===== config.mk =====
export PLATFORM = sky130hd
export DESIGN_NAME = patpb_regs
export DESIGN_NICKNAME = d
export VERILOG_FILES = /design/src/rtl/patpb_pkg.sv /design/src/rtl/patpb_regs.sv
export VERILOG_INCLUDE_DIRS = /design/src /design/src/rtl
export SDC_FILE = /design/constraint.sdc
export NUM_CORES = 1
export LEC_CHECK = 0
export BUFFER_PORTS_ARGS = -buffer_cell sky130_fd_sc_hd__buf_2
export CORE_AREA = 2 2 194 196
export CTS_CLUSTER_DIAMETER = 50
export DETAILED_ROUTE_END_ITERATION = 8
export DIE_AREA = 0 0 196 198
export GPL_TIMING_DRIVEN = 1
export RECOVER_POWER = 25
export SLEW_MARGIN = 20
export SYNTH_ARGS = -nofsm -noshare
export SYNTH_HDL_FRONTEND = slang
export SYNTH_SLANG_ARGS = --single-unit
export TNS_END_PERCENT = 20

===== constraint.sdc =====
create_clock -name sys_clk_in -period 1.9 [get_ports sys_clk_in]
set_input_delay 0.095 -clock sys_clk_in [delete_from_list [all_inputs] [get_ports sys_clk_in]]
set_output_delay 0.095 -clock sys_clk_in [all_outputs]
set_load 0.01 [all_outputs]

===== src/rtl/patpb_defs.svh =====
// Purpose: offsets, field positions and reset values of the register slice
// Assumes: byte addressed 12-bit configuration offsets
// Notes: definitions only
`ifndef PATPB_DEFS_SVH
`define PATPB_DEFS_SVH
`define PATPB_ADDR_W 12
`define PATPB_OFF_TBL1 12'h224
`define PATPB_OFF_TBL2 12'h228
`define PATPB_OFF_TBL3 12'h22C
`define PATPB_OFF_HDR 12'h280
`define PATPB_OFF_DSEL 12'h284
`define PATPB_OFF_DATA 12'h288
`define PATPB_RST_WORD 32'h0000_0000
`define PATPB_RST_SEL 8'h00
`define PATPB_SEL_MAX 8'h07
`define PATPB_PORT_MAX 4'h6
`define PATPB_CAPABILITY_IDENTIFIER_LSB 0
`define PATPB_CAPABILITY_IDENTIFIER_MSB 15
`define PATPB_CAPABILITY_VERSION_LSB 16
`define PATPB_CAPABILITY_VERSION_MSB 19
`define PATPB_NXT_LSB 20
`define PATPB_NXT_MSB 31
`define PATPB_SEL_MSB 7
`define PATPB_PHASE_W 4
`define PATPB_SLOTS 24
`define PATPB_FIRST_SLOT 8
`define PATPB_NVAL 8
`define PATPB_SEL_IDX_MSB 2
`define PATPB_WORD_W 32
`define PATPB_PER_WORD 8
`endif


===== src/rtl/patpb_pkg.sv =====
// Purpose: shared types of the register slice
// Assumes: patpb_defs.svh present
// Notes: types only
`include "patpb_defs.svh"
package patpb_pkg;
  // one register access from software
  typedef struct packed {
    logic [`PATPB_ADDR_W-1:0] addr;
    logic [31:0] wdata;
    logic wr;
    logic rd;
  } patpb_req_t;
  // power budgeting header fields
  typedef struct packed {
    logic [`PATPB_NXT_MSB-`PATPB_NXT_LSB:0] next_capability_pointer;
    logic [`PATPB_CAPABILITY_VERSION_MSB-`PATPB_CAPABILITY_VERSION_LSB:0] capability_version;
    logic [`PATPB_CAPABILITY_IDENTIFIER_MSB-`PATPB_CAPABILITY_IDENTIFIER_LSB:0] capability_identifier;
  } patpb_hdr_t;
endpackage


===== src/rtl/patpb_regs.sv =====
// Purpose: arbitration table words 1..3 and power budgeting header/select
// Assumes: synchronous reset, software port with read data one cycle later
// Notes: value registers live outside and are read through a select mux
//   header writes pass only while the unlock level is high
//   the select register keeps eight bits, the rest read zero
//   read data stand for one cycle, then fall back to zero
//   invalid phase entries are flagged for the arbiter to skip
//   the arbiter itself and table word 0 live elsewhere
//
// Overview of operation
// - phase fields hold granted port, reset zero
// - phases 8-31 in words 0x224 to 0x22C
// - capability identifier in low sixteen bits
// - capability version in bits 19:16
// - select field picks returned budget value
// - select above seven returns zero
// - arbiter skips invalid port entries without delay
// - identifiers 0-6 valid, 7-F reserved
//
// Chosen here: the plain strobed port.
`timescale 1ns/10ps
`include "patpb_defs.svh"
module patpb_regs (
  // clock and synchronous reset
  input wire logic sys_clk_in,
  input wire logic reset_in,
  // software register port
  input wire logic [`PATPB_ADDR_W-1:0] addr_in,
  input wire logic [31:0] wdata_in,
  input wire logic wr_in,
  input wire logic rd_in,
  // header lock and stored budget values
  input wire logic hdr_unlock_in,
  input wire logic [`PATPB_NVAL*32-1:0] budget_values_in,
  output logic [31:0] rdata_out,
  // table view for the arbiter
  output logic [`PATPB_SLOTS*`PATPB_PHASE_W-1:0] slot_port_out,
  output logic [`PATPB_SLOTS-1:0] slot_valid_out,
  // header and select views
  output patpb_pkg::patpb_hdr_t cap_header_out,
  output logic [`PATPB_SEL_MSB:0] value_select_out
);
  // ------------------------------------------------------------
  // decoding helpers
  // ------------------------------------------------------------
  // valid ingress identifier test
  function automatic logic port_ok(input logic [3:0] id);
    port_ok = (id <= `PATPB_PORT_MAX);
  endfunction

  // offset match of one mapped register
  function automatic logic offset_hit(
    input logic [`PATPB_ADDR_W-1:0] addr,
    input logic [`PATPB_ADDR_W-1:0] off
  );
    offset_hit = (addr == off);
  endfunction

  // one phase field out of a table word
  function automatic logic [`PATPB_PHASE_W-1:0] slot_field(
    input logic [31:0] word,
    input int unsigned idx
  );
    slot_field = word[idx*`PATPB_PHASE_W +: `PATPB_PHASE_W];
  endfunction

  // ------------------------------------------------------------
  // request carrier
  // ------------------------------------------------------------
  // software access bundled for the decoders
  patpb_pkg::patpb_req_t req;
  assign req = '{addr: addr_in, wdata: wdata_in, wr: wr_in, rd: rd_in};

  // ------------------------------------------------------------
  // register state
  // ------------------------------------------------------------
  // table words 1 to 3 and their next values
  logic [31:0] tbl [0:2];
  logic [31:0] next_tbl [0:2];
  // power budgeting header and its next value
  patpb_pkg::patpb_hdr_t hdr;
  patpb_pkg::patpb_hdr_t next_hdr;
  // value select and its next value
  logic [`PATPB_SEL_MSB:0] dsel;
  logic [`PATPB_SEL_MSB:0] next_dsel;
  // read data register and its next value
  logic [31:0] rdata;
  logic [31:0] next_rdata;

  // ------------------------------------------------------------
  // access decode
  // ------------------------------------------------------------
  // offset hits, one per mapped register
  logic hit_tbl1;
  logic hit_tbl2;
  logic hit_tbl3;
  logic hit_hdr;
  logic hit_dsel;
  logic hit_data;
  logic hit_any;
  // write enables, one per writable register
  logic wen_tbl1;
  logic wen_tbl2;
  logic wen_tbl3;
  logic wen_hdr;
  logic wen_dsel;
  // read enables, one per readable register
  logic ren_tbl1;
  logic ren_tbl2;
  logic ren_tbl3;
  logic ren_hdr;
  logic ren_dsel;
  logic ren_data;

  assign hit_tbl1 = offset_hit(req.addr, `PATPB_OFF_TBL1);
  assign hit_tbl2 = offset_hit(req.addr, `PATPB_OFF_TBL2);
  assign hit_tbl3 = offset_hit(req.addr, `PATPB_OFF_TBL3);
  // header, select and readout offsets
  assign hit_hdr = offset_hit(req.addr, `PATPB_OFF_HDR);
  assign hit_dsel = offset_hit(req.addr, `PATPB_OFF_DSEL);
  assign hit_data = offset_hit(req.addr, `PATPB_OFF_DATA);
  // any mapped offset; unmapped reads fall back to zero
  assign hit_any = hit_tbl1 | hit_tbl2 | hit_tbl3 | hit_hdr | hit_dsel |
    hit_data;

  // write strobe qualified by the offset hit
  assign wen_tbl1 = req.wr & hit_tbl1;
  assign wen_tbl2 = req.wr & hit_tbl2;
  assign wen_tbl3 = req.wr & hit_tbl3;
  // header is locked unless the unlock level is high
  assign wen_hdr = req.wr & hit_hdr & hdr_unlock_in;
  assign wen_dsel = req.wr & hit_dsel;

  // read strobe qualified by the offset hit
  assign ren_tbl1 = req.rd & hit_tbl1;
  assign ren_tbl2 = req.rd & hit_tbl2;
  assign ren_tbl3 = req.rd & hit_tbl3;
  assign ren_hdr = req.rd & hit_hdr;
  assign ren_dsel = req.rd & hit_dsel;
  assign ren_data = req.rd & hit_data;

  // ------------------------------------------------------------
  // budget value selection
  // ------------------------------------------------------------
  logic sel_in_range;
  logic [`PATPB_SEL_IDX_MSB:0] sel_idx;
  logic [31:0] sel_value;
  assign sel_in_range = (dsel <= `PATPB_SEL_MAX);
  // index of the value within the budget bus
  assign sel_idx = dsel[`PATPB_SEL_IDX_MSB:0];
  // value picked by the low select bits
  assign sel_value =
    budget_values_in[sel_idx*`PATPB_WORD_W +: `PATPB_WORD_W];

  // ------------------------------------------------------------
  // arbitration table words
  // ------------------------------------------------------------
  // next table words
  always_comb begin
    next_tbl[0] = tbl[0];
    next_tbl[1] = tbl[1];
    next_tbl[2] = tbl[2];
    if (wen_tbl1) begin
      next_tbl[0] = req.wdata;
    end
    if (wen_tbl2) begin
      next_tbl[1] = req.wdata;
    end
    if (wen_tbl3) begin
      next_tbl[2] = req.wdata;
    end
  end

  always_ff @(posedge sys_clk_in) begin
    if (reset_in) begin
      tbl[0] <= `PATPB_RST_WORD;
      tbl[1] <= `PATPB_RST_WORD;
      tbl[2] <= `PATPB_RST_WORD;
    end else begin
      tbl[0] <= next_tbl[0];
      tbl[1] <= next_tbl[1];
      tbl[2] <= next_tbl[2];
    end
  end

  // ------------------------------------------------------------
  // power budgeting header
  // ------------------------------------------------------------
  // header fields by position
  always_comb begin
    next_hdr = hdr;
    if (wen_hdr) begin
      next_hdr.capability_identifier =
        req.wdata[`PATPB_CAPABILITY_IDENTIFIER_MSB:`PATPB_CAPABILITY_IDENTIFIER_LSB];
      next_hdr.capability_version =
        req.wdata[`PATPB_CAPABILITY_VERSION_MSB:`PATPB_CAPABILITY_VERSION_LSB];
      next_hdr.next_capability_pointer =
        req.wdata[`PATPB_NXT_MSB:`PATPB_NXT_LSB];
    end
  end

  // header register, zero after reset
  always_ff @(posedge sys_clk_in) begin
    if (reset_in) begin
      hdr <= `PATPB_RST_WORD;
    end else begin
      hdr <= next_hdr;
    end
  end

  // ------------------------------------------------------------
  // value select
  // ------------------------------------------------------------
  // select bits above the field dropped
  always_comb begin
    next_dsel = dsel;
    if (wen_dsel) begin
      next_dsel = req.wdata[`PATPB_SEL_MSB:0];
    end
  end

  // select register, zero after reset
  always_ff @(posedge sys_clk_in) begin
    if (reset_in) begin
      dsel <= `PATPB_RST_SEL;
    end else begin
      dsel <= next_dsel;
    end
  end

  // ------------------------------------------------------------
  // read path
  // ------------------------------------------------------------
  // read data mux, zero when nothing is read
  always_comb begin
    next_rdata = `PATPB_RST_WORD;
    if (req.rd && !hit_any) begin
      next_rdata = `PATPB_RST_WORD;
    end
    if (ren_tbl1) begin
      next_rdata = tbl[0];
    end
    if (ren_tbl2) begin
      next_rdata = tbl[1];
    end
    if (ren_tbl3) begin
      next_rdata = tbl[2];
    end
    if (ren_hdr) begin
      next_rdata = hdr;
    end
    if (ren_dsel) begin
      next_rdata = 32'(dsel);
    end
    if (ren_data && sel_in_range) begin
      next_rdata = sel_value;
    end
  end

  // read data register, stands one cycle after the strobe
  always_ff @(posedge sys_clk_in) begin
    if (reset_in) begin
      rdata <= `PATPB_RST_WORD;
    end else begin
      rdata <= next_rdata;
    end
  end

  // ------------------------------------------------------------
  // outputs to the arbiter
  // ------------------------------------------------------------
  genvar g;
  generate
    for (g = 0; g < `PATPB_SLOTS; g = g + 1) begin : g_slot
      logic [31:0] word;
      logic [`PATPB_PHASE_W-1:0] field;
      // slot g is phase g + 8, eight phases to a word
      assign word = tbl[g / `PATPB_PER_WORD];
      // phase n at 4*(n mod 8)
      assign field = slot_field(word, g % `PATPB_PER_WORD);
      assign slot_port_out[g*`PATPB_PHASE_W +: `PATPB_PHASE_W] = field;
      assign slot_valid_out[g] = port_ok(field);
    end
  endgenerate

  // ------------------------------------------------------------
  // outputs to software
  // ------------------------------------------------------------
  // registered read data
  assign rdata_out = rdata;
  // header view for the capability walker
  assign cap_header_out = hdr;
  // select view for the value store
  assign value_select_out = dsel;
endmodule


* Yosys cells after proc, flatten, opt, wreduce, memory -nomap -nowiden
Memories as Yosys holds them, arrays and structs flattened.
Index checks and enable logic that the tools add are counted.
** Word-level totals
- Output and inout bits :: 192
- RAM bits :: 96
- Bits of input ports :: 305
- Bits in registers :: 72
- Memories kept :: 1
** Memory list
- tbl :: words 3, width 32, rd ports 3, clocked after memory_dff 0, write ports 3, RTL line patpb_regs.sv:78 : logic [31:0] tbl [0:2];
** Operators by class
- Order comparisons :: 25
- Shift-type cells :: 1
- Mux-type cells :: 15
- Equality and inequality tests :: 6
- Reduce and logical (&&, ||, !) cells :: 1
- Bitwise logic cells :: 15
** Operators by type and width (count)
- $mux 32 :: 12
- $shiftx 256x9->32 :: 1
- $le 4x3->1 const B :: 24
- $eq 12x10->1 const B :: 6
- $and 1x1->1 :: 12
- $le 8x3->1 const B :: 1
- $mux 1 :: 3
- $or 1x1->1 :: 3
- $logic_and 1x1->1 :: 1

* Depth between registers and ports, before layout
Gate-level depths: netlist (run 1).
- Depth after elaboration :: 8
- Mapped depth :: 7
- Depth with buffers taken out :: 4

* Least setup slack after synthesis (run 1)
Ideal clock, no wire load.
- Path type :: reg2reg
- Start point :: register dsel[1], in the netlist value_select_out[1]
- End point :: register rdata[24], in the netlist rdata_out[24]
- Path buffers :: 2
- Arrival :: 1.738 ns
- Required time :: 1.762 ns
- Cell stages (with the launch flop) :: 6
- Path slack :: 0.025 ns
- Cells stage by stage :: dfxtp_1 -> buf_2 -> buf_2 -> mux4_2 -> mux2i_1 -> o221ai_1
** On the way
- Cells in the longest elaborated chain, start to end :: 3
- Elaborated cells on any way between the ends :: 4
- Those cells by class :: 1 x order compare; 1 x shift; 1 x mux; 1 x reduce/logical
** Ends and longest elaborated chain
- start, declared :: RTL line patpb_regs.sv:84 : logic [`PATPB_SEL_MSB:0] dsel;
- start signal, assigned :: RTL line patpb_regs.sv:225 : dsel <= `PATPB_RST_SEL;
- start signal, assigned :: RTL line patpb_regs.sv:227 : dsel <= next_dsel;
- parallel branches: the longest is 2 deep, another holds $shiftx 256x9->32
- $mux 32 * :: RTL line patpb_regs.sv:255 : if (ren_data && sel_in_range) begin
- end signal, assigned :: RTL line patpb_regs.sv:263 : rdata <= `PATPB_RST_WORD;
- end signal, assigned :: RTL line patpb_regs.sv:265 : rdata <= next_rdata;
- end, declared :: RTL line patpb_regs.sv:87 : logic [31:0] rdata;
Every way passes the cells marked *.
A chain may end at the register's enable or synchronous reset.

* Final worst setup path (run 1)
- Start point :: register dsel[1], in the netlist value_select_out[1]
- End point :: register rdata[31], in the netlist rdata_out[31]
Same word-level chain as after synthesis.

==> out/summary.txt, run 1 <==
Status: completed
WL met2: 23.2 mm
Post-Synthesis Cell Area: 0.00908 mm^2
Slowest cell on crit path: mux4_2
DR pass1 iterations: 5
Placer congestion estimate: 0.953
Setup violations, final: 0
Skew-Pair Late Insertion Delay: 440 ps
CTS root buf: clkbuf_16
Synthesis-stage register bit count: 168
Post-synth EDFFs: 0
Fillers: 3799
H-tree levels: 4
Crit-path cells: buf_12 > mux4_2 > mux2i_4 > buf_6 > o221ai_1
# DRC: 0
Worst Setup EP: rdata_out[31]
Async S/R FF share, synth: 0%
WL/cell: 23.7 um
Worst Setup Slack, final: 53.2 ps
Syn nets: 1296
Cell taking the most area after synthesis: dfxtp_1
Die height: 198 um
Unrepaired setup endpoints after global routing: true
Port Buf Inserts: 496
Gr ovfl total: 0
Critical path required time: 2200 ps
Flop-to-flop setup slack: 50 ps
Placed cell area: 0.0127 mm^2
Critical Path AT: 2150 ps
Pre-CTS setup slack: -211 ps
WL met1: 19.4 mm
Share of layout cells above drive strength 1: 41.6%
PwrDens: 583 mW/mm^2
First-pass GRT wire length: 67.2 mm
Worst reg2reg path startpoint: value_select_out[1]
Slew at the pin with the worst max-slew slack: 1110 ps
Worst-path fanout max: 17
Largest net degree at the start of global routing: 81
Logic pwr share: 11.3%
Sink Count: 168
Post-Layout Inst Area: 0.0137 mm^2
Worst reg2reg path depth: 5
Synth area leaders: dfxtp_1 37%, mux4_2 16%, a21oi_1 7.1%
Synth warn: 0
Clock network power share: 44.8%
Crit path kind: reg -> reg
Distinct cells, synth: 44
Die ar.: 0.0388 mm^2
Initial antenna violation count: 7
Sequential Power Share: 43.9%
Worst setup EP type: flop
Slew Limit Fails: 0
VDD IR max: 0.000351 V
Post-synth top area share: 37.0%
DP HPWL: 37.8 mm
CP Launch Point: value_select_out[1]
Most common cell after layout, fill and taps aside: buf_2
ANT nets after route: 0
Nets: 1838
Initial Util: 24.6%
Vias per inst: 5.37
Leak: 0.00531 uW
CP max stage delay: 570 ps
Final hold vios: 0
DR top layer: met5
Maxcap violations: 0
TritonCTS clock tree: yes
Core region area: 0.0370 mm^2
Via count: 10900
Die Width: 196 um
P_int: 6120 uW
Cells after Synth: 991
Most frequent cells in the layout: 407 x buf_2, 165 x dfxtp_1, 128 x a21oi_1
Main synth FF type: dfxtp_1
Min-delay src: budget_values_in[198]
Final hold slack: 217 ps
Routed WL: 47.9 mm
Post-route clock period utilization: 97.2%
Final min period: 1850 ps
Worst clock skew: 5.43 ps
CTS Buf Count: 17
Initial DRC count: 1051
Rows: 71
Min-delay worst type: in -> reg
Reg-to-reg endpoint: rdata_out[31]
P_sw: 1890 uW
Rel. slew slack: 26.1%
Max frequency: 541 MHz
Max clock buf depth: 2
Metal3 WL: 4.15 mm
Worst-path clk slew: 60 ps
Post-synthesis sequential area ratio: 37.0%
Mean area per synthesized cell: 9.16 um^2
Area grow syn2layout: 51.4%
Net Sw Frac: 23.6%
Worst setup SP type: flop
# IOs: 497
Global Route Usage Sum: 23.2%
Vias in the first global route: 10400
[worst max-delay path, delay by kind of cell (launching register included)]
kind,cells,cell delay [ps]
AO/OA/AOI/OAI,1,130
multiplexers,2,770
buffers and inverters,2,350
flip-flops,1,450
[registers in the layout, summed over array words and instances, names as in the netlist]
signal,count
value_select_out,8
tbl,96
cap_header_out,32
rdata_out,32
[worst min path at each step]
stage | end | slack (ps) | depth (start not counted)
floorplan | tbl[0][0] | 240 | 2
global placement | tbl[0][29] | 380 | 3
detailed placement | tbl[0][17] | 390 | 3
CTS | rdata_out[25] | 210 | 4
global route | rdata_out[9] | 210 | 4
finish | rdata_out[6] | 220 | 4
[Yosys cell counts (3+ instances only)]
library cell and n:
a211oi_1 5, a21oi_1 129, a221oi_1 20, a2bb2oi_1 6
a31oi_1 24, and3_1 18, buf_1 11, buf_2 27
buf_6 3, clkbuf_1 61, dfxtp_1 168, mux2i_1 45
mux4_2 64, nand2_1 90, nand3_1 107, nor2_1 19
nor2b_1 10, nor3_1 8, o211ai_1 7, o21ai_0 73
o21ai_1 30, o221ai_1 31, or3b_2 4
[cell families after synthesis]
family                 after synthesis  share of synthesized area, %
muxes                              111                          21.1
and+or+nand+nor                    281                          15.8
buffers and inverters              104                          4.92
DFF                                168                          37.0
AOI/OAI and AO/OA                  327                          21.1
[power groups by stage]
stage               Sequential [uW]  Combinational [uW]  Clock [uW]
global route                   3520                 951        3780
floorplan                      3600                 259           0
finish                         3520                 902        3590
CTS                            3520                 879        3630
detailed placement             3600                 801           0
global placement               3600                 785           0
[final cells by class]
| type | count | area, um^2 | area share, % |
|---|---|---|---|
| Antenna cell | 6 | 15.0 | 0.109 |
| Clock buffer | 20 | 467 | 3.39 |
| Clock inverter | 9 | 125 | 0.910 |
| Inverter | 2 | 7.51 | 0.0546 |
| Multi-Input combinational cell | 719 | 5490 | 40.0 |
| Sequential cell | 168 | 3370 | 24.5 |
| Tap cell | 474 | 593 | 4.31 |
| Timing Repair Buffer | 625 | 3680 | 26.8 |
[layer usage]
layer | up-vias | track usage [%]
met5 | - | 0
met4 | 2 | 7.46
met3 | 58 | 5.59
met2 | 553 | 38.7
met1 | 5356 | 29.6
li1 | 4894 | -
[stage by stage]
step                      TNS (ps)  utilization (%)  power (uW)  instances
final                            0             37.2        8010       2023
after global routing         -91.7             37.2        8250       2023
after CTS                    -31.2             37.1        8030       2015
after detailed placement     -2160             34.3        4400       1954
after global placement       -1210             34.3        4380       1954
after floorplan                  0                -        3860        991
[repair_timing]
action | 4_1_cts | 5_1_grt
resized for setup | 22 | 18
hold buffers | 32 | 0
setup buffers | 0 | 2
setup endpoints to repair | 13 | 24
endpoints found under the hold margin | 132 | 0
gates cloned | 0 | 1
Power figures use the tool's default switching activity.
==> run 2, diff against run 1 <==
- clock period: 1.9 -> 2.1 ns (I/O delays scaled with it)
==> run 2 against run 1 <==
Compared with the run above:
- final area down 3.5%
- register-to-register slack better by 50 ps
- fmax decreased by 7.4%
- sequential share of layout area is 0.88 points higher
- non-clock buffer count fell by 25
- count of clock-buffer cells in the layout up 3
- flip-flop and latch count unchanged
- clock power down 14%
- critical path depth stayed put
- setup slack improved by 53 ps
- largest power group is now registers
==> out/summary.txt, run 2 (same netlist as run 1, synthesis figures left out) <==
Setup violations, final: 0 (unchanged)
Max clock buf depth: 2 (unchanged)
Vias in the first global route: 10100 (-2.6%)
H-tree levels: 4 (unchanged)
Status: completed
Via count: 10700 (-1.2%)
Slowest cell on crit path: mux4_2
Critical Path AT: 2300 ps (+150 ps)
Initial antenna violation count: 9 (+2)
Maxcap violations: 0 (unchanged)
Die Width: 196 um (unchanged)
Port Buf Inserts: 496 (unchanged)
Leak: 0.00508 uW (-4.3%)
Area grow syn2layout: 46.1%
Final core utilization: 35.9% (-1.3 points)
Initial DRC count: 939 (-11%)
Max FFs per register: 96 (unchanged)
Crit path kind: reg -> reg
Largest Register: tbl
Worst setup EP type: flop
Max frequency: 502 MHz (-7.4%)
Largest net degree at the start of global routing: 81 (unchanged)
CP max stage delay: 510 ps (-60 ps)
Min-delay worst type: in -> reg
VDD IR max: 0.000535 V (+52%)
Worst-path fanout max: 8 (-9)
DP HPWL: 37.5 mm (-0.96%)
Final hold vios: 0 (unchanged)
WL/cell: 23.9 um (+0.83%)
Nets: 1813 (-1.4%)
Sink Count: 168 (unchanged)
Share of layout cells above drive strength 1: 39.2% (-2.4 points)
Skew-Pair Late Insertion Delay: 440 ps (about the same)
Rows: 71 (unchanged)
Area of the multi-input gates: 0.00531 mm^2 (-3.3%)
Final min period: 1990 ps (+147 ps)
FF+latch area: 0.00337 mm^2 (unchanged)
First-pass GRT wire length: 66.9 mm (-0.53%)
Worst-path clk slew: 70 ps (about the same)
CTS Buf Count: 17 (unchanged)
Fillers: 3845 (+1.2%)
PwrDens: 531 mW/mm^2 (-8.9%)
# DRC: 0 (unchanged)
Crit-path cells: buf_4 > mux4_2 > mux2i_1 > buf_4 > o221ai_1
Post-route clock period utilization: 94.9% (-2.3 points)
Worst setup SP type: flop
Unrepaired setup endpoints after global routing: false
Most common cell after layout, fill and taps aside: buf_2
Core region area: 0.0370 mm^2 (unchanged)
Initial Util: 24.6% (unchanged)
Post-Layout Inst Area: 0.0133 mm^2 (-3.5%)
Slew Limit Fails: 0 (unchanged)
CTS root buf: clkbuf_16
Global Route Usage Sum: 23.2% (about the same)
Placer congestion estimate: 0.959 (+0.64%)
DR pass1 iterations: 5 (unchanged)
Rel. slew slack: 40.9% (+15 points)
Slew at the pin with the worst max-slew slack: 886 ps (-220 ps)
Critical path required time: 2400 ps (+200 ps)
Gr ovfl total: 0 (unchanged)
Die height: 198 um (unchanged)
Vias per inst: 5.36 (-0.18%)
# IOs: 497 (unchanged)
Worst clock skew: 8.57 ps (+3.14 ps)
Routed WL: 47.8 mm (-0.17%)
Die ar.: 0.0388 mm^2 (unchanged)
Placed cell area: 0.0125 mm^2 (-1.7%)
Post-Route Setup TNS: 0 ps (unchanged)
Most frequent cells in the layout: 405 x buf_2, 165 x dfxtp_1, 129 x a21oi_1
ANT nets after route: 0 (unchanged)
Resize count post-CTS: 0 (-100%)
Cell with the most instances on the worst path: buf_4
TritonCTS clock tree: yes
## run 2: worst paths after layout
path                                             from            to  slack (ps)  cells after the start
worst min-delay path            budget_values_in[197]  rdata_out[5]         210                      4
worst max-delay path              value_select_out[1]  rdata_out[3]         110                      5
worst max register to register    value_select_out[1]  rdata_out[3]         110                      5
worst min register to register             tbl[0][24]    tbl[0][24]         500                      2
## run 2: power breakdown
group,switching [uW],internal [uW],leakage [uW]
Combinational,375,393,0.00346
Sequential,0.356,3180,0.00135
Clock,1360,1730,0.000270
Total,1730,5310,0.00508
## run 2: layer usage
layer | part of all wire, % | wire length [um] | global-route usage, % | vias to the layer above
li1 | - | - | - | 4850
met1 | 41 | 19800 | 29.6 | 5275
met2 | 48 | 22900 | 38.6 | 544
met3 | 7.6 | 3620 | 4.99 | 65
met4 | 3.0 | 1440 | 8.75 | 2
met5 | 0.036 | 17 | 0 | -
## run 2: area by class of cell
type	count	area share, %
Tap cell	474	4.47
Clock buffer	23	3.60
Inverter	2	0.0566
Sequential cell	168	25.4
Antenna cell	8	0.151
Clock inverter	9	0.698
Timing Repair Buffer	600	25.6
Multi-Input combinational cell	719	40.0
## run 2: what timing repair did
| item | CTS | global route |
|---|---|---|
| hold endpoints to repair | 128 | 0 |
| hold buffers | 32 | 0 |
| buffers inserted | 0 | 0 |
## run 2: worst max-delay path: cells and delay by family (launching register included)
kind / cells / cell delay (ps)
DFF: 1 / 410
AOI/OAI and AO/OA: 1 / 110
muxes: 2 / 900
buffers and inverters: 2 / 430
## run 2: stage by stage
stage               hold slack [ps]  worst slack, ps  std cells  power, uW
global route                    235             37.8       2003       7280
detailed placement              397             69.2       1931       3960
floorplan                       245              225        991       3490
CTS                             205             55.0       1995       7090
finish                          210              107       2003       7050
global placement                391             68.2       1931       3950
